`src/verilog/nand_read_pkg.sv`:
```
package nand_read_pkg;

   // ------------------------------------------------------------
   // Read opcodes
   // ------------------------------------------------------------
   localparam logic [7:0] OP_FAST     = 8'h0b;
   localparam logic [7:0] OP_FAST_EXT = 8'h0c;
   localparam logic [7:0] OP_DUAL     = 8'h3b;
   localparam logic [7:0] OP_DUAL_EXT = 8'h3c;
   localparam logic [7:0] OP_QUAD     = 8'h6b;
   localparam logic [7:0] OP_QUAD_EXT = 8'h6c;
   localparam logic [7:0] OP_DUAL_IO  = 8'hbb;

   // ------------------------------------------------------------
   // Phase lengths in link clocks
   // ------------------------------------------------------------
   localparam logic [5:0] CMD_CLKS        = 6'h08;
   localparam logic [5:0] ADDR_CLKS_1     = 6'h10;  // 16-bit column, one bit a clock
   localparam logic [5:0] ADDR_CLKS_2     = 6'h08;  // 16-bit column, two bits a clock
   localparam logic [5:0] DUMMY_STD_BUF   = 6'h08;
   localparam logic [5:0] DUMMY_STD_SEQ   = 6'h20;
   localparam logic [5:0] DUMMY_EXT_BUF   = 6'h18;
   localparam logic [5:0] DUMMY_EXT_SEQ   = 6'h28;
   localparam logic [5:0] DUMMY_DIO_BUF   = 6'h04;
   localparam logic [5:0] DUMMY_DIO_SEQ   = 6'h10;

   // ------------------------------------------------------------
   // Data buffer and array geometry
   // ------------------------------------------------------------
   localparam int         COL_W     = 12;
   localparam int         PAGE_W    = 24;
   localparam logic [11:0] BUF_LAST = 12'h87f;     // last byte of the data buffer
   localparam logic [7:0] BYTE_FILL = 8'hff;       // sent when the FIFO runs dry

   // ------------------------------------------------------------
   // FIFO shape
   // ------------------------------------------------------------
   localparam int FIFO_W     = 8;
   localparam int FIFO_DEPTH = 8;
   localparam int LVL_W      = 4;

   // ------------------------------------------------------------
   // Lane widths
   // ------------------------------------------------------------
   localparam logic [1:0] LANE_1 = 2'h0;
   localparam logic [1:0] LANE_2 = 2'h1;
   localparam logic [1:0] LANE_4 = 2'h2;

   // ------------------------------------------------------------
   // Sequencer states, Gray along the read path
   // ------------------------------------------------------------
   typedef enum logic [2:0] {
      ST_IDLE   = 3'h0,
      ST_CMD    = 3'h1,
      ST_ADDR   = 3'h3,
      ST_DUMMY  = 3'h2,
      ST_DATA   = 3'h6,
      ST_DONE   = 3'h7,
      ST_IGNORE = 3'h5
   } state_e;

endpackage

```
`src/verilog/byte_fifo.sv`:
```
`timescale 1ns/1ps

// Synchronous FIFO, DEPTH must be a power of two
module byte_fifo
#(
   parameter int WIDTH = 8,
   parameter int DEPTH = 8
)
(
   // Clock and reset
   input  wire logic                     clk,
   input  wire logic                     srst,
   input  wire logic                     clr,
   // Fill side
   input  wire logic                     in_valid,
   output logic                          in_ready,
   input  wire logic [WIDTH-1:0]         in_data,
   // Drain side
   output logic                          out_valid,
   input  wire logic                     out_ready,
   output logic [WIDTH-1:0]              out_data,
   output logic [$clog2(DEPTH):0]        level
);

   localparam int AW = $clog2(DEPTH);

   logic [WIDTH-1:0] mem [DEPTH];
   logic [AW-1:0]    wr_ptr;
   logic [AW-1:0]    rd_ptr;
   logic [AW:0]      count;
   logic [AW:0]      next_count;
   logic             push;
   logic             pop;

   // Handshakes and occupancy
   assign push      = in_valid && in_ready;
   assign out_valid = (count != '0);
   assign pop       = out_valid && out_ready;
   assign out_data  = mem[rd_ptr];
   assign level     = count;

   // Next occupancy
   always_comb
   begin
      next_count = count;
      if (push && !pop)
         next_count = count + 1'b1;
      else if (pop && !push)
         next_count = count - 1'b1;
   end

   // Storage write
   always_ff @(posedge clk)
   begin
      if (push)
         mem[wr_ptr] <= in_data;
   end

   // Pointers, count and registered ready
   always_ff @(posedge clk)
   begin
      if (srst || clr)
      begin
         wr_ptr   <= '0;
         rd_ptr   <= '0;
         count    <= '0;
         in_ready <= 1'b1;
      end
      else
      begin
         if (push)
            wr_ptr <= wr_ptr + 1'b1;
         if (pop)
            rd_ptr <= rd_ptr + 1'b1;
         count    <= next_count;
         in_ready <= (next_count < (AW+1)'(DEPTH));
      end
   end

endmodule

```
`src/verilog/serial_nand_fast_read.sv`:
```
`timescale 1ns/1ps

// Behaviour
// - Extended read: opcode, 16-bit column, then 24 or 40 dummy clocks on one line.
// - Buffer bytes leave on falling link clock edges, most significant bit first.
// - Buffer address steps by one per byte while the host keeps clocking.
// - Chip select high ends the read; the device stops the transfer.
// - Buffer-read mode starts at the column and stops at the last buffer byte.
// - Buffer-read mode floats the outputs after the last buffer byte.
// - Sequential mode starts at buffer byte zero and counts upward.
// - Sequential mode rolls into the next page and runs through the array.
// - Dual output read returns two bits per clock on IO0 and IO1.
// - Extended dual output read returns two bits per clock on IO0 and IO1.
// - Quad output read returns four bits per clock on IO0 to IO3.
// - Extended quad output read returns four bits per clock on IO0 to IO3.
// - Both quad output opcodes are refused while the protect-pin enable is set.
// - Dual I/O read takes column and dummy two bits per clock.
// - Standard read: 16-bit column then 8 or 32 dummy clocks.
module serial_nand_fast_read
(
   // Clock and reset
   input  wire logic                             mclk,
   input  wire logic                             srst,
   // Serial link pins
   input  wire logic                             cs_n,
   input  wire logic                             sclk,
   input  wire logic [3:0]                       io_in,
   output logic      [3:0]                       io_out,
   output logic      [3:0]                       io_oe,
   // Configuration levels
   input  wire logic                             buf_mode,
   input  wire logic                             wp_enable,
   input  wire logic [nand_read_pkg::PAGE_W-1:0] start_page,
   // Buffer fetch requests
   output logic                                  rd_valid,
   input  wire logic                             rd_ready,
   output logic      [nand_read_pkg::PAGE_W-1:0] rd_page,
   output logic      [nand_read_pkg::COL_W-1:0]  rd_col,
   // Buffer fetch answers
   input  wire logic                             rsp_valid,
   output logic                                  rsp_ready,
   input  wire logic [nand_read_pkg::FIFO_W-1:0] rsp_data
);

   // ------------------------------------------------------------
   // Helpers
   // ------------------------------------------------------------

   // Pin pattern for the top bits of a byte
   function automatic logic [3:0] drive_pins(input logic [7:0] b, input logic [1:0] ln);
      case (ln)
         nand_read_pkg::LANE_1: drive_pins = {2'b00, b[7], 1'b0};
         nand_read_pkg::LANE_2: drive_pins = {2'b00, b[7:6]};
         default:               drive_pins = b[7:4];
      endcase
   endfunction

   // Pins driven for a lane width
   function automatic logic [3:0] oe_mask(input logic [1:0] ln);
      case (ln)
         nand_read_pkg::LANE_1: oe_mask = 4'h2;
         nand_read_pkg::LANE_2: oe_mask = 4'h3;
         default:               oe_mask = 4'hf;
      endcase
   endfunction

   // Byte after one clock's worth of bits has left
   function automatic logic [7:0] shift_out(input logic [7:0] b, input logic [1:0] ln);
      case (ln)
         nand_read_pkg::LANE_1: shift_out = {b[6:0], 1'b0};
         nand_read_pkg::LANE_2: shift_out = {b[5:0], 2'b00};
         default:               shift_out = {b[3:0], 4'h0};
      endcase
   endfunction

   // Clocks per byte minus one
   function automatic logic [2:0] byte_clocks(input logic [1:0] ln);
      case (ln)
         nand_read_pkg::LANE_1: byte_clocks = 3'h7;
         nand_read_pkg::LANE_2: byte_clocks = 3'h3;
         default:               byte_clocks = 3'h1;
      endcase
   endfunction

   // Opcode decode: {accepted, lane width}
   function automatic logic [2:0] decode_op(input logic [7:0] op, input logic wp);
      case (op)
         nand_read_pkg::OP_FAST,
         nand_read_pkg::OP_FAST_EXT: decode_op = {1'b1, nand_read_pkg::LANE_1};
         nand_read_pkg::OP_DUAL,
         nand_read_pkg::OP_DUAL_EXT,
         nand_read_pkg::OP_DUAL_IO:  decode_op = {1'b1, nand_read_pkg::LANE_2};
         nand_read_pkg::OP_QUAD,
         nand_read_pkg::OP_QUAD_EXT: decode_op = {!wp, nand_read_pkg::LANE_4};
         default:                    decode_op = 3'h0;
      endcase
   endfunction

   // Dummy clocks for an opcode and read mode
   function automatic logic [5:0] dummy_clocks(input logic [7:0] op, input logic seq);
      case (op)
         nand_read_pkg::OP_FAST_EXT,
         nand_read_pkg::OP_DUAL_EXT,
         nand_read_pkg::OP_QUAD_EXT:
            dummy_clocks = seq ? nand_read_pkg::DUMMY_EXT_SEQ : nand_read_pkg::DUMMY_EXT_BUF;
         nand_read_pkg::OP_DUAL_IO:
            dummy_clocks = seq ? nand_read_pkg::DUMMY_DIO_SEQ : nand_read_pkg::DUMMY_DIO_BUF;
         default:
            dummy_clocks = seq ? nand_read_pkg::DUMMY_STD_SEQ : nand_read_pkg::DUMMY_STD_BUF;
      endcase
   endfunction

   // ------------------------------------------------------------
   // Declarations
   // ------------------------------------------------------------
   nand_read_pkg::state_e           state;
   logic                            cs_m;
   logic                            cs_s;
   logic                            sclk_m;
   logic                            sclk_s;
   logic                            sclk_d;
   logic [3:0]                      io_m;
   logic [3:0]                      io_s;
   logic                            rise;
   logic                            fall;
   logic                            frame_end;
   logic [5:0]                      cnt;
   logic [7:0]                      opcode;
   logic [7:0]                      next_op;
   logic [2:0]                      next_dec;
   logic [15:0]                     col;
   logic [1:0]                      lane;
   logic                            seq_mode;
   logic                            in_range;
   logic                            armed;
   logic                            fetch_on;
   logic [nand_read_pkg::LVL_W-1:0] inflight;
   logic [nand_read_pkg::LVL_W-1:0] next_inflight;
   logic [nand_read_pkg::LVL_W-1:0] stale;
   logic [nand_read_pkg::LVL_W-1:0] fifo_level;
   logic                            room;
   logic                            rd_fire;
   logic                            rsp_fire;
   logic                            f_valid;
   logic                            f_pop;
   logic [7:0]                      f_data;
   logic [7:0]                      f_byte;
   logic [7:0]                      sh;
   logic [2:0]                      bit_cnt;
   logic [11:0]                     out_left;
   logic                            drained;

   // ------------------------------------------------------------
   // Pin synchronisers and link clock edges
   // ------------------------------------------------------------

   // Two flops on every pin before use
   always_ff @(posedge mclk)
   begin
      if (srst)
      begin
         cs_m   <= 1'b1;
         cs_s   <= 1'b1;
         sclk_m <= 1'b0;
         sclk_s <= 1'b0;
         sclk_d <= 1'b0;
         io_m   <= 4'h0;
         io_s   <= 4'h0;
      end
      else
      begin
         cs_m   <= cs_n;
         cs_s   <= cs_m;
         sclk_m <= sclk;
         sclk_s <= sclk_m;
         sclk_d <= sclk_s;
         io_m   <= io_in;
         io_s   <= io_m;
      end
   end

   // Edges only count inside a frame
   assign rise      = !cs_s && sclk_s && !sclk_d;
   assign fall      = !cs_s && !sclk_s && sclk_d;
   assign frame_end = cs_s && (state != nand_read_pkg::ST_IDLE);
   assign next_op   = {opcode[6:0], io_s[0]};
   assign next_dec  = decode_op(next_op, wp_enable);
   assign in_range  = (col <= {4'h0, nand_read_pkg::BUF_LAST});

   // ------------------------------------------------------------
   // Instruction sequencer
   // ------------------------------------------------------------

   // Phase tracking from opcode to data
   always_ff @(posedge mclk)
   begin
      if (srst)
      begin
         state <= nand_read_pkg::ST_IDLE;
         cnt   <= 6'h00;
      end
      else if (cs_s)
         state <= nand_read_pkg::ST_IDLE;
      else
      begin
         case (state)
            nand_read_pkg::ST_IDLE:
            begin
               state <= nand_read_pkg::ST_CMD;
               cnt   <= nand_read_pkg::CMD_CLKS - 6'h01;
            end
            nand_read_pkg::ST_CMD:
               if (rise)
               begin
                  cnt <= cnt - 6'h01;
                  if (cnt == 6'h00)
                  begin
                     if (!next_dec[2])
                        state <= nand_read_pkg::ST_IGNORE;
                     else
                     begin
                        state <= nand_read_pkg::ST_ADDR;
                        cnt   <= (next_op == nand_read_pkg::OP_DUAL_IO) ?
                                 nand_read_pkg::ADDR_CLKS_2 - 6'h01 :
                                 nand_read_pkg::ADDR_CLKS_1 - 6'h01;
                     end
                  end
               end
            nand_read_pkg::ST_ADDR:
               if (rise)
               begin
                  cnt <= cnt - 6'h01;
                  if (cnt == 6'h00)
                  begin
                     state <= nand_read_pkg::ST_DUMMY;
                     cnt   <= dummy_clocks(opcode, seq_mode) - 6'h01;
                  end
               end
            nand_read_pkg::ST_DUMMY:
               if (rise)
               begin
                  cnt <= cnt - 6'h01;
                  if (cnt == 6'h00)
                     state <= nand_read_pkg::ST_DATA;
               end
            nand_read_pkg::ST_DATA:
               if (drained)
                  state <= nand_read_pkg::ST_DONE;
            nand_read_pkg::ST_DONE,
            nand_read_pkg::ST_IGNORE:
               state <= state;
            default:
               state <= nand_read_pkg::ST_IDLE;
         endcase
      end
   end

   // Opcode, column, lane width and mode capture
   always_ff @(posedge mclk)
   begin
      if (srst)
      begin
         opcode   <= 8'h00;
         col      <= 16'h0000;
         lane     <= nand_read_pkg::LANE_1;
         seq_mode <= 1'b0;
      end
      else if (state == nand_read_pkg::ST_IDLE)
      begin
         opcode   <= 8'h00;
         seq_mode <= !buf_mode;
      end
      else if (rise && state == nand_read_pkg::ST_CMD)
      begin
         opcode <= next_op;
         if (cnt == 6'h00)
            lane <= next_dec[1:0];
      end
      else if (rise && state == nand_read_pkg::ST_ADDR)
      begin
         if (opcode == nand_read_pkg::OP_DUAL_IO)
            col <= {col[13:0], io_s[1], io_s[0]};
         else
            col <= {col[14:0], io_s[0]};
      end
   end

   // ------------------------------------------------------------
   // Buffer fetch engine
   // ------------------------------------------------------------
   assign rd_fire  = rd_valid && rd_ready;
   assign rsp_fire = rsp_valid && rsp_ready;
   assign room     = ({1'b0, fifo_level} + {1'b0, inflight}) < 5'(nand_read_pkg::FIFO_DEPTH);

   // Requests, one outstanding issue at a time, bounded by FIFO room
   always_ff @(posedge mclk)
   begin
      if (srst)
      begin
         rd_valid <= 1'b0;
         rd_page  <= '0;
         rd_col   <= '0;
         fetch_on <= 1'b0;
         armed    <= 1'b0;
      end
      else if (cs_s || (state != nand_read_pkg::ST_DUMMY && state != nand_read_pkg::ST_DATA))
      begin
         rd_valid <= 1'b0;
         fetch_on <= 1'b0;
         armed    <= 1'b1;
      end
      else if (armed)
      begin
         armed    <= 1'b0;
         rd_page  <= start_page;
         fetch_on <= seq_mode || in_range;
         rd_col   <= seq_mode ? 12'h000 : col[11:0];
      end
      else if (rd_fire)
      begin
         rd_valid <= 1'b0;
         if (rd_col != nand_read_pkg::BUF_LAST)
            rd_col <= rd_col + 12'h001;
         else if (!seq_mode)
            fetch_on <= 1'b0;
         else
         begin
            rd_col  <= 12'h000;
            rd_page <= rd_page + 1'b1;
         end
      end
      else if (fetch_on && !rd_valid && room)
         rd_valid <= 1'b1;
   end

   // Outstanding and stale answer tracking
   always_comb
   begin
      next_inflight = inflight;
      if (rd_fire && !rsp_fire)
         next_inflight = inflight + 1'b1;
      else if (rsp_fire && !rd_fire)
         next_inflight = inflight - 1'b1;
   end

   // Answers owed to an ended frame are swallowed
   always_ff @(posedge mclk)
   begin
      if (srst)
      begin
         inflight <= '0;
         stale    <= '0;
      end
      else
      begin
         inflight <= next_inflight;
         if (frame_end)
            stale <= next_inflight;
         else if (rsp_fire && stale != '0)
            stale <= stale - 1'b1;
      end
   end

   // Byte FIFO between fetch answers and the shifter
   byte_fifo
   #(
      .WIDTH (nand_read_pkg::FIFO_W),
      .DEPTH (nand_read_pkg::FIFO_DEPTH)
   )
   u_byte_fifo
   (
      .clk       (mclk),
      .srst      (srst),
      .clr       (cs_s),
      .in_valid  (rsp_valid && stale == '0),
      .in_ready  (rsp_ready),
      .in_data   (rsp_data),
      .out_valid (f_valid),
      .out_ready (f_pop),
      .out_data  (f_data),
      .level     (fifo_level)
   );

   // ------------------------------------------------------------
   // Output shifter
   // ------------------------------------------------------------
   assign f_byte = f_valid ? f_data : nand_read_pkg::BYTE_FILL;
   assign f_pop  = (state == nand_read_pkg::ST_DATA) && fall && (bit_cnt == 3'h0) &&
                   (seq_mode || out_left != 12'h000);

   // Data out on falling link clock edges
   always_ff @(posedge mclk)
   begin
      if (srst)
      begin
         io_out   <= 4'h0;
         io_oe    <= 4'h0;
         sh       <= 8'h00;
         bit_cnt  <= 3'h0;
         out_left <= 12'h000;
         drained  <= 1'b0;
      end
      else if (state != nand_read_pkg::ST_DATA || cs_s)
      begin
         io_oe    <= 4'h0;
         bit_cnt  <= 3'h0;
         drained  <= 1'b0;
         out_left <= in_range ? nand_read_pkg::BUF_LAST - col[11:0] + 12'h001 : 12'h000;
      end
      else if (fall)
      begin
         if (bit_cnt != 3'h0)
         begin
            io_out  <= drive_pins(sh, lane);
            sh      <= shift_out(sh, lane);
            bit_cnt <= bit_cnt - 3'h1;
         end
         else if (!seq_mode && out_left == 12'h000)
         begin
            io_oe   <= 4'h0;
            drained <= 1'b1;
         end
         else
         begin
            io_out  <= drive_pins(f_byte, lane);
            io_oe   <= oe_mask(lane);
            sh      <= shift_out(f_byte, lane);
            bit_cnt <= byte_clocks(lane);
            if (!seq_mode)
               out_left <= out_left - 12'h001;
         end
      end
   end

endmodule

```
`config.mk`:
```
export PLATFORM = sky130hd
export DESIGN_NAME = serial_nand_fast_read
export DESIGN_NICKNAME = d
export VERILOG_FILES = /design/src/verilog/nand_read_pkg.sv /design/src/verilog/byte_fifo.sv /design/src/verilog/serial_nand_fast_read.sv
export SDC_FILE = /design/constraint.sdc
export NUM_CORES = 1
export LEC_CHECK = 0
export BUFFER_PORTS_ARGS = -buffer_cell sky130_fd_sc_hd__buf_2
export CAP_MARGIN = 25
export CELL_PAD_IN_SITES_DETAIL_PLACEMENT = 1
export CELL_PAD_IN_SITES_GLOBAL_PLACEMENT = 1
export CORE_MARGIN = 1
export CORE_UTILIZATION = 46
export CTS_CLUSTER_SIZE = 12
export DETAILED_ROUTE_END_ITERATION = 12
export PLACE_DENSITY = 0.76
export SLEW_MARGIN = 40
export SYNTH_ARGS = -nofsm -noshare
export SYNTH_HDL_FRONTEND = slang
export SYNTH_SLANG_ARGS = --single-unit
```
`constraint.sdc`:
```
create_clock -name mclk -period 2.85 [get_ports mclk]
set_input_delay 0.57 -clock mclk [delete_from_list [all_inputs] [get_ports mclk]]
set_output_delay 0.57 -clock mclk [all_outputs]
set_load 0.05 [all_outputs]
```
# After elaboration in Yosys (flattened, before gate mapping)
# Memory sizes are Yosys's and may differ from the RTL's. A register that Yosys moved wholly into a read port is not among the register bits.
# Cells that the tools add are included.
[word_totals]
ram_bits = 64
n_memories = 1
in_bits = 44
out_inout_bits = 46
ff_bits = 135
[memory_table]
columns = ["memory", "words", "word_bits", "read_ports", "rd_ports_with_merged_regs", "write_ports", "line_no", "source"]
rows = [
  ["u_byte_fifo.mem", 8, 8, 1, 1, 1, "byte_fifo.sv:27", "logic [WIDTH-1:0] mem [DEPTH];"],
]
[classes]
eq_ne = 34
n_mux = 74
n_addsub = 16
n_reduce_logical = 80
magnitude_cmp = 3
bitwise_logic = 8
[ops]
columns = ["cell", "count"]
rows = [
  ["$mux 12", 11],
  ["$mux 24", 4],
  ["$mux 6", 13],
  ["$mux 4", 10],
  ["$mux 3", 12],
  ["$pmux 8 s2", 2],
  ["$add 12x1->12 const B", 2],
  ["$add 24x1->24 const B", 1],
  ["$eq 8x4->1 const B", 3],
  ["$eq 8x6->1 const B", 3],
  ["$eq 8x7->1 const B", 3],
  ["$logic_and 1x1->1", 24],
  ["$mux 8", 3],
  ["$pmux 4 s2", 3],
  ["$pmux 6 s4", 1],
  ["$ne 2x2->1 const B", 11],
  ["$pmux 3 s6", 1],
  ["$reduce_and 3->1", 6],
  ["$eq 8x8->1 const B", 2],
  ["$le 16x12->1 const B", 1],
  ["$mux 16", 1],
  ["$reduce_or 2->1", 7],
  ["$logic_not 12->1", 1],
  ["$ne 12x12->1 const B", 1],
  ["other kinds (38)", 89],
]

# Longest topological paths before layout
# Gate-level depths: netlist (run 1).
[depth]
word_depth = 12
mapped_depth = 13
ltp_nobuf = 13

# Cells and area by module
# From an unflattened synthesis (run 1), not the netlist that was laid out.
[hier_totals]
cells_unflattened = 1085
hier_area_um2 = 10391.2
[modules_own_cells]
columns = ["module", "area_each_um2", "instances", "seq_area_each_um2", "cells_per_inst"]
rows = [
  ["serial_nand_fast_read", 7154.4, 1, 2442.3, 897],
  ["byte_fifo", 3236.9, 1, 2202.1, 188],
]

# Worst setup path before layout (run 1)
# No wires, ideal clock.
[synth_timing]
kind = "register -> register"
start = "register rd_col[0] in the netlist's numbering"
end = "register rd_page[21] in the netlist's numbering"
setup_ns = 0.128
arrival_ns = 2.407
synth_period_minus_slack_ns = 2.535
stages_incl_launch_ff = 8
slack_ns = 0.315
path_cell_list = "dfxtp_1 ha_1 nand4_1 nor4_4 nand2_2 or4_1 a32oi_1 nor2_1"
[synth_between]
elab_chain_cells = 3
[synth_lines]
columns = ["element", "line_no", "source"]
rows = [
  ["start: declaration", "serial_nand_fast_read.sv:38", "output logic [nand_read_pkg::COL_W-1:0] rd_col,"],
  ["start signal: assignment", "serial_nand_fast_read.sv:317", "rd_col <= seq_mode ? 12'h000 : col[11:0];"],
  ["start signal: assignment", "serial_nand_fast_read.sv:323", "rd_col <= rd_col + 12'h001;"],
  ["$ne 12x12->1", "serial_nand_fast_read.sv:322", "if (rd_col != nand_read_pkg::BUF_LAST)"],
  ["$ne 2x2->1 (no source line)", "n/a", ""],
  ["$reduce_and 4->1 (no source line)", "n/a", ""],
  ["end signal: assignment", "serial_nand_fast_read.sv:315", "rd_page <= start_page;"],
  ["end signal: assignment", "serial_nand_fast_read.sv:329", "rd_page <= rd_page + 1'b1;"],
  ["end: declaration", "serial_nand_fast_read.sv:37", "output logic [nand_read_pkg::PAGE_W-1:0] rd_page,"],
]
# No other way between the ends.
# A chain may end at the register's enable or synchronous reset.

# Worst setup path in the final report (run 1)
[layout_timing]
start = "register out_left[0]"
end = "register u_byte_fifo.count[1] (netlist: u_byte_fifo.level[1])"
[layout_between]
elab_chain_cells = 7
elab_cells_between_ends = 9
[layout_lines]
columns = ["element", "line_no", "source"]
rows = [
  ["start: declaration", "serial_nand_fast_read.sv:150", "logic [11:0] out_left;"],
  ["start signal: assignment", "serial_nand_fast_read.sv:408", "out_left <= in_range ? nand_read_pkg::BUF_LAST - col[11:0] + 12'h001 : 12'h000;"],
  ["start signal: assignment", "serial_nand_fast_read.sv:430", "out_left <= out_left - 12'h001;"],
  ["$reduce_bool 12->1 (*)", "serial_nand_fast_read.sv:389", "(seq_mode || out_left != 12'h000);"],
  ["$logic_or 1x1->1 (*)", "serial_nand_fast_read.sv:389", ""],
  ["$logic_and 1x1->1 (*)", "serial_nand_fast_read.sv:388", "assign f_pop = (state == nand_read_pkg::ST_DATA) && fall && (bit_cnt == 3'h0) &&"],
  ["$logic_and 1x1->1 (*)", "byte_fifo.sv:38", "assign pop = out_valid && out_ready;"],
  ["$logic_and 1x1->1 or $logic_not 1->1 (tied branches)", "byte_fifo.sv:48, byte_fifo.sv:46", ""],
  ["$mux 4 or $logic_and 1x1->1 (tied branches)", "byte_fifo.sv:48, byte_fifo.sv:46", ""],
  ["$mux 4 (*)", "byte_fifo.sv:46", "if (push && !pop)"],
  ["end signal: assignment", "byte_fifo.sv:75", "count <= next_count;"],
  ["end: declaration", "byte_fifo.sv:30", "logic [AW:0] count;"],
]
# Mark *: on every way between the ends. The rest lies on a longest branch, timed or not.

==> metrics.csv, run 1 <==
metric,value,unit
post-synth top area cell,dfxtp_1,
Pint,4530,uW
die width,150,um
Setup CP Type,reg -> reg,
Critical Path Most Common Cell,a211oi_1,
Clk pwr share,42.3,%
combinational fraction of design power,9.5,%
pwr dens,547,nW/um^2
Core Box Area,21300,um^2
1st-pass router iterations,5,
Yosys reg bits,200,
worst-margin pin slew,804,ps
max incr delay on CP,500,ps
Hold Startpoint,cs_n,
post-synth top area share,26.9,%
Max Cap Viol,0,
Slew Limit Fails,0,
DR WL/cell,19.6,um
Worst Hold Slack,306,ps
post-synthesis async set-or-reset flop share,0,%
vias in the first global route,8755,
Fin Setup TNS,0,ps
Nets,1225,
Routed Antenna Nets,0,
Total Power,6390,uW
clock skew,19.6,ps
hold path depth,2,
crit end category,flip-flop,
Synth cell types,83,
initial core utilization,47.6,%
largest net degree at the start of global routing,52,
Switch Pwr,1850,uW
Worst R2R End,u_byte_fifo.level[1],
I/O Buffers,87,
Post-synth EDFFs,64,
required time worst endpoint,3170,ps
Num CTS Buffers,17,
reg2reg setup slack,100,ps
Leak Pwr,0.00417,uW
drt drc,0,
fin util,54.8,%
FF-to-FF path depth,11,
global route overflow,0,
CTS Root Cell,clkbuf_16,
"Slowest-stage cell, CP",or4b_4,
Worst Path Arrival,3070,ps
"critical path, cell by cell",inv_1 -> ha_1 -> or4b_4 -> nor4_4 -> or3_4 -> ha_2 -> nand2b_1 -> buf_4 -> nor2_1 -> a211oi_1 -> a211oi_1,
"Reg clk slew, reported paths",90,ps
Hold Path Class,in -> reg,
Layout area overhead,15.3,%
Critical Path Source Type,flip-flop,
Avg Inst Size Synth,9.38,um^2
global-route wire length before repair,45700,um
clock sinks,200,
Synthesis Warnings,0,
share of layout cells above drive strength 1,18.6,%
Synth Flop Type,dfxtp_1,
DR iter-0 viols,470,
Die Area,22600,um^2
routability cong.,0.846,
highest clock rate,0.363,GHz
Filler cells,2435,
clk_lat worst skew,460,ps
total routed wirelength,28400,um
Mapped Cells,1079,
RSZ-0062 raised after global routing,no,
maximum VDD drop,0.386,mV
final setup fails,0,
worst r2r src,out_left[0],
# IOs,90,
via count,8581,
sequential element share of the synthesized area,45.9,%
worst hold path endpoint,cs_m,
Sequential Power Share,48.2,%
Overall Global Routing Usage,26.0,%
CTS max path bufs,2,
Synthesized Nets,1145,
post-route minimum period,2750,ps
CTS tree,done,
Post-CTS Hold Fix Bufs,0,
relative slew slack,45.8,%
H-tree levels,4,
number of failing hold endpoints at the final stage,0,
Via density,5.93,
post-DP HPWL,20000,um
row cnt,53,
Syn Std Cell Area,10100,um^2
status,"finished, final reports clean",
Final period util,96.5,%
Synth area leaders,"dfxtp_1, edfxtp_1, nor2_1",
initial antenna violation count,2,
Switching Share,29.0,%
critical-path maximum fanout,6,
die height,150,um
==> metal layers <==
layer  part of all wire (%)  wire length (um)  global-route usage (%)  vias up
met5                  0.046                13                       0        -
met4                   0.99               280                    6.82        2
met3                    2.4               689                    3.94       23
met2                     49             13900                    43.8      113
met1                     48             13500                    34.6     4303
li1                       -                 -                       -     4140
==> cell usage in the layout, fill, tap and decap left out, types with 9 or more instances in the layout <==
| cell type | netlist | layout |
|---|---|---|
| a211oi_1 | 39 | 39 |
| a21oi_1 | 57 | 57 |
| a31oi_1 | 9 | 9 |
| and3_1 | 12 | 12 |
| buf_2 | 8 | 86 |
| buf_4 | 3 | 42 |
| clkbuf_16 | 0 | 17 |
| dfxtp_1 | 136 | 133 |
| edfxtp_1 | 64 | 64 |
| ha_1 | 22 | 20 |
| inv_1 | 24 | 23 |
| mux2i_1 | 45 | 45 |
| mux4_2 | 9 | 9 |
| nand2_1 | 88 | 88 |
| nand2b_1 | 14 | 14 |
| nand3_1 | 32 | 32 |
| nand4_1 | 14 | 14 |
| nor2_1 | 124 | 124 |
| nor2b_1 | 14 | 14 |
| nor3_1 | 46 | 43 |
| nor4_1 | 12 | 12 |
| o21ai_0 | 54 | 54 |
| o22ai_1 | 13 | 13 |
| or2_2 | 10 | 10 |
| xnor2_1 | 15 | 15 |
| xor2_1 | 18 | 18 |
==> worst max-delay path by stage <==
stage | from | endpoint | slack [ps]
CTS | u_byte_fifo.level[1] | u_byte_fifo.in_ready | 40
global placement | out_left[0] | u_byte_fifo.level[2] | 90
floorplan | rd_col[0] | rd_page[21] | 320
detailed placement | out_left[0] | u_byte_fifo.level[2] | -100
finish | out_left[0] | u_byte_fifo.level[1] | 100
global route | out_left[0] | u_byte_fifo.level[2] | 20
==> cells by family (layout without fill, tap and decap cells) <==
| logic type | after synthesis | count (layout) | share of synthesized area, % |
|---|---|---|---|
| AOI/OAI and AO/OA | 260 | 260 | 17.4 |
| adders and majority gates | 22 | 22 | 2.72 |
| DFF | 200 | 200 | 45.9 |
| xor gates and xnor gates | 33 | 33 | 2.86 |
| buffers and inverters | 94 | 187 | 3.77 |
| and+or+nand+nor | 412 | 412 | 20.4 |
| other | 0 | 1 | 0 |
| muxes | 58 | 58 | 6.90 |
==> registers in the layout, summed over array words and instances (netlist names), 6 cells and up, named ones only <==
signal           cells
opcode               8
out_left            12
sh                   7
u_byte_fifo.mem     64
rd_page             24
cnt                  6
col                 16
rd_col              12
==> cells in the mapped netlist, types with 6 or more instances <==
cell and number:
a31oi_1 9, nand4_1 14, a211oi_1 39, nor2b_1 14, mux4_2 9, o22ai_1 13
and2_1 7, a21oi_1 57, mux2i_1 45, ha_1 22, xor2_1 18, or2_2 10
or3_1 7, buf_2 8, edfxtp_1 64, nand2b_1 14, dfxtp_1 136, nor3_1 46
xnor2_1 15, nor2_1 124, inv_1 24, o31ai_1 7, o21ai_0 54, nand3_1 32
nand2_1 88, clkbuf_1 53, and3_1 12, a22o_1 6, a22oi_1 7, o41ai_1 8
nor4_1 12
==> worst max-delay path, delay by kind of cell, from the launching register on <==
kind	cells	cell delay [ps]
simple gates	5	1330
fa+ha+maj	2	410
flops	1	350
compound gates	2	310
buf+inv	2	240
==> power by group through the flow <==
stage               clock [uW]  sequential [uW]  combinational (uW)
floorplan                    0             3120                 398
global placement             0             3130                 561
detailed placement           0             3140                 594
CTS                       2740             3080                 605
global route              2850             3090                 677
finish                    2700             3080                 609
==> per-stage QoR <==
step	instance area, um^2	std cells	setup slack [ps]
after CTS	11600	1447	41.4
after global routing	11700	1448	18.6
after floorplan	10100	1079	315
after detailed placement	11000	1413	-99.1
after global placement	10900	1413	94.2
final	11700	1448	98.4
==> timing repair <==
action	4_1_cts	5_1_grt
buffers inserted	2	0
endpoints found under the hold margin	0	0
pin swaps	1	0
gates resized for setup	4	6
endpoints found under the setup margin	4	3
cloned	0	0
==> cell type report <==
| cell class | instances | area [um^2] | area share (%) |
|---|---|---|---|
| clock inverters | 15 | 235 | 2.02 |
| repair buffers | 129 | 766 | 6.56 |
| well taps | 275 | 344 | 2.95 |
| clock buffers | 17 | 425 | 3.65 |
| diodes | 1 | 2.50 | 0.0214 |
| flip-flops and latches | 200 | 4650 | 39.9 |
| multi-input cells | 785 | 5150 | 44.1 |
| inverters | 26 | 97.6 | 0.836 |
Power figures use the tool's default switching activity.
==> run 2: changes to the inputs <==
- CTS_CLUSTER_DIAMETER: not set -> 40
- PLACE_DENSITY: 0.76 -> not set
- PLACE_DENSITY_LB_ADDON: not set -> 0.1
==> run 2 against run 1 <==
Effect of this change: setup slack better by 18 ps; first-iteration DRC count is 6.4% lower; routed wire length is 1.3% lower; register-to-register slack better by 20 ps; critical path depth is 2 higher; clock skew is 1.3 ps lower; largest cell class unchanged.
==> metrics.csv, run 2 (synthesized netlist as in run 1, its figures left out) <==
metric,value,unit,change
"most common cell after layout, fill and taps aside",dfxtp_1,,
CP Buf/Inv Count,3,,+1
maximum VDD drop,0.343,mV,-11%
largest net degree at the start of global routing,41,,-21%
Total Power,6350,uW,-0.51%
top flop regs,"u_byte_fifo.mem (64), rd_page (24), col (16)",,
total routed wirelength,28000,um,-1.3%
dpl cell area,11000,um^2,+0.27%
die height,150,um,unchanged
number of failing hold endpoints at the final stage,0,,unchanged
clk_lat worst skew,450,ps,about the same
relative slew slack,43.4,%,-2.4 points
routability cong.,0.838,,-0.97%
via count,8573,,-0.093%
initial core utilization,47.6,%,unchanged
clock skew,18.4,ps,-1.25 ps
Setup CP Type,reg -> reg,,
met3 WL,720,um,+4.5%
Die Area,22600,um^2,unchanged
CTS max path bufs,2,,unchanged
clock sinks,200,,unchanged
Slew Limit Fails,0,,unchanged
"Reg clk slew, reported paths",90,ps,about the same
required time worst endpoint,3160,ps,about the same
post-route design area,11700,um^2,+0.16%
vias in the first global route,8602,,-1.7%
crit end category,flip-flop,,
final setup fails,0,,unchanged
max incr delay on CP,500,ps,about the same
1st-pass router iterations,5,,unchanged
RSZ-0062 raised after global routing,yes,,
I/O Buffers,87,,unchanged
CTS Root Cell,clkbuf_16,,
drt drc,0,,unchanged
Routed Antenna Nets,0,,unchanged
Final period util,95.9,%,-0.65 points
post-route minimum period,2730,ps,-18.4 ps
die width,150,um,unchanged
DR WL/cell,19.3,um,-1.5%
Critical Path Source Type,flip-flop,,
Core Box Area,21300,um^2,unchanged
Layout area overhead,15.5,%,
Post-CTS Hold Fix Bufs,0,,unchanged
Via density,5.91,,-0.23%
highest clock rate,0.366,GHz,+0.67%
DR iter-0 viols,440,,-6.4%
Critical Path Most Common Cell,inv_1,,
Nets,1228,,+0.24%
Antenna Cells,0,,-1
Num CTS Buffers,17,,unchanged
share of layout cells above drive strength 1,18.6,%,-0.047 points
routed metal-1 wire length,13500,um,+0.22%
Overall Global Routing Usage,25.5,%,-0.46 points
Largest register FFs,64,,unchanged
initial antenna violation count,0,,-2
Max Cap Viol,0,,unchanged
post-DP HPWL,19600,um,-1.8%
uppermost routed layer,met4,,
Leak Pwr,0.00419,uW,+0.35%
pwr dens,544,nW/um^2,-0.67%
# IOs,90,,unchanged
Hold Path Class,in -> reg,,
Worst Path Arrival,3050,ps,-20 ps
Top reg by flops,u_byte_fifo.mem,,
cell family with most CP delay,simple AND/OR/NAND/NOR gates,,
"critical path, cell by cell",inv_1 -> ha_1 -> or4b_4 -> nor4_4 -> or3_4 -> inv_1 -> ha_1 -> nand2b_1 -> inv_1 -> a22oi_1 -> nor3_1 -> a21oi_1 -> nor2_1,,
CTS tree,done,,
metal2 WL,13500,um,-2.7%
critical-path maximum fanout,4,,-2
global-route wire length before repair,45200,um,-1.1%
status,"finished, final reports clean",,
row cnt,53,,unchanged
"Slowest-stage cell, CP",or4b_4,,
most frequent cells in the layout,"dfxtp_1, nor2_1, nand2_1",,
worst-margin pin slew,840,ps,+35.4 ps
global route overflow,0,,unchanged
H-tree levels,4,,unchanged
run 2: worst paths after layout:
check,start,to,slack [ps],depth (start not counted)
min,cs_n,cs_m,300,2
max reg2reg,out_left[0],u_byte_fifo.level[2],120,13
max,out_left[0],u_byte_fifo.level[2],120,13
min reg2reg,io_m[1],io_s[1],440,1
run 2: stage by stage:
stage                     cells  setup TNS (ps)  util (%)  setup slack [ps]  hold slack, ps
after detailed placement   1417               0      51.6             0.896             432
after global placement     1417               0      51.6              43.1             421
after global routing       1450           -96.8      54.9             -65.7             300
after floorplan            1079               0         -               315             389
final                      1450               0      54.9               117             302
after CTS                  1449               0      54.8              21.2             288
run 2: repair_timing:
item,CTS,global route
pin swaps,0,2
resized for setup,1,6
setup endpoints to repair,2,4
setup buffers,0,1
run 2: cell type report:
cell class,count,area (um^2)
Fill cell,2457,9600
Tap cell,275,344
Timing Repair Buffer,132,788
Clock inverter,15,244
Multi-Input combinational cell,785,5140
Inverter,26,97.6
Sequential cell,200,4650
Clock buffer,17,425
run 2: metal layers:
metal | up-vias | global-route usage, %
met3 | 19 | 3.15
met1 | 4268 | 35.2
met5 | - | 0
met4 | 0 | 5.76
met2 | 124 | 42.5
li1 | 4162 | -
run 2: worst register-to-register path, delay by kind of cell (launching register included):
kind / cells / cell delay, ps
fa+ha+maj: 2 / 400
simple gates: 6 / 1370
compound gates: 2 / 280
buf+inv: 3 / 240
flops: 1 / 350
run 2: power breakdown:
part,internal (uW),switching [uW],total (uW)
logic,236,360,596
registers,3020,52.3,3070
clock network,1280,1410,2690
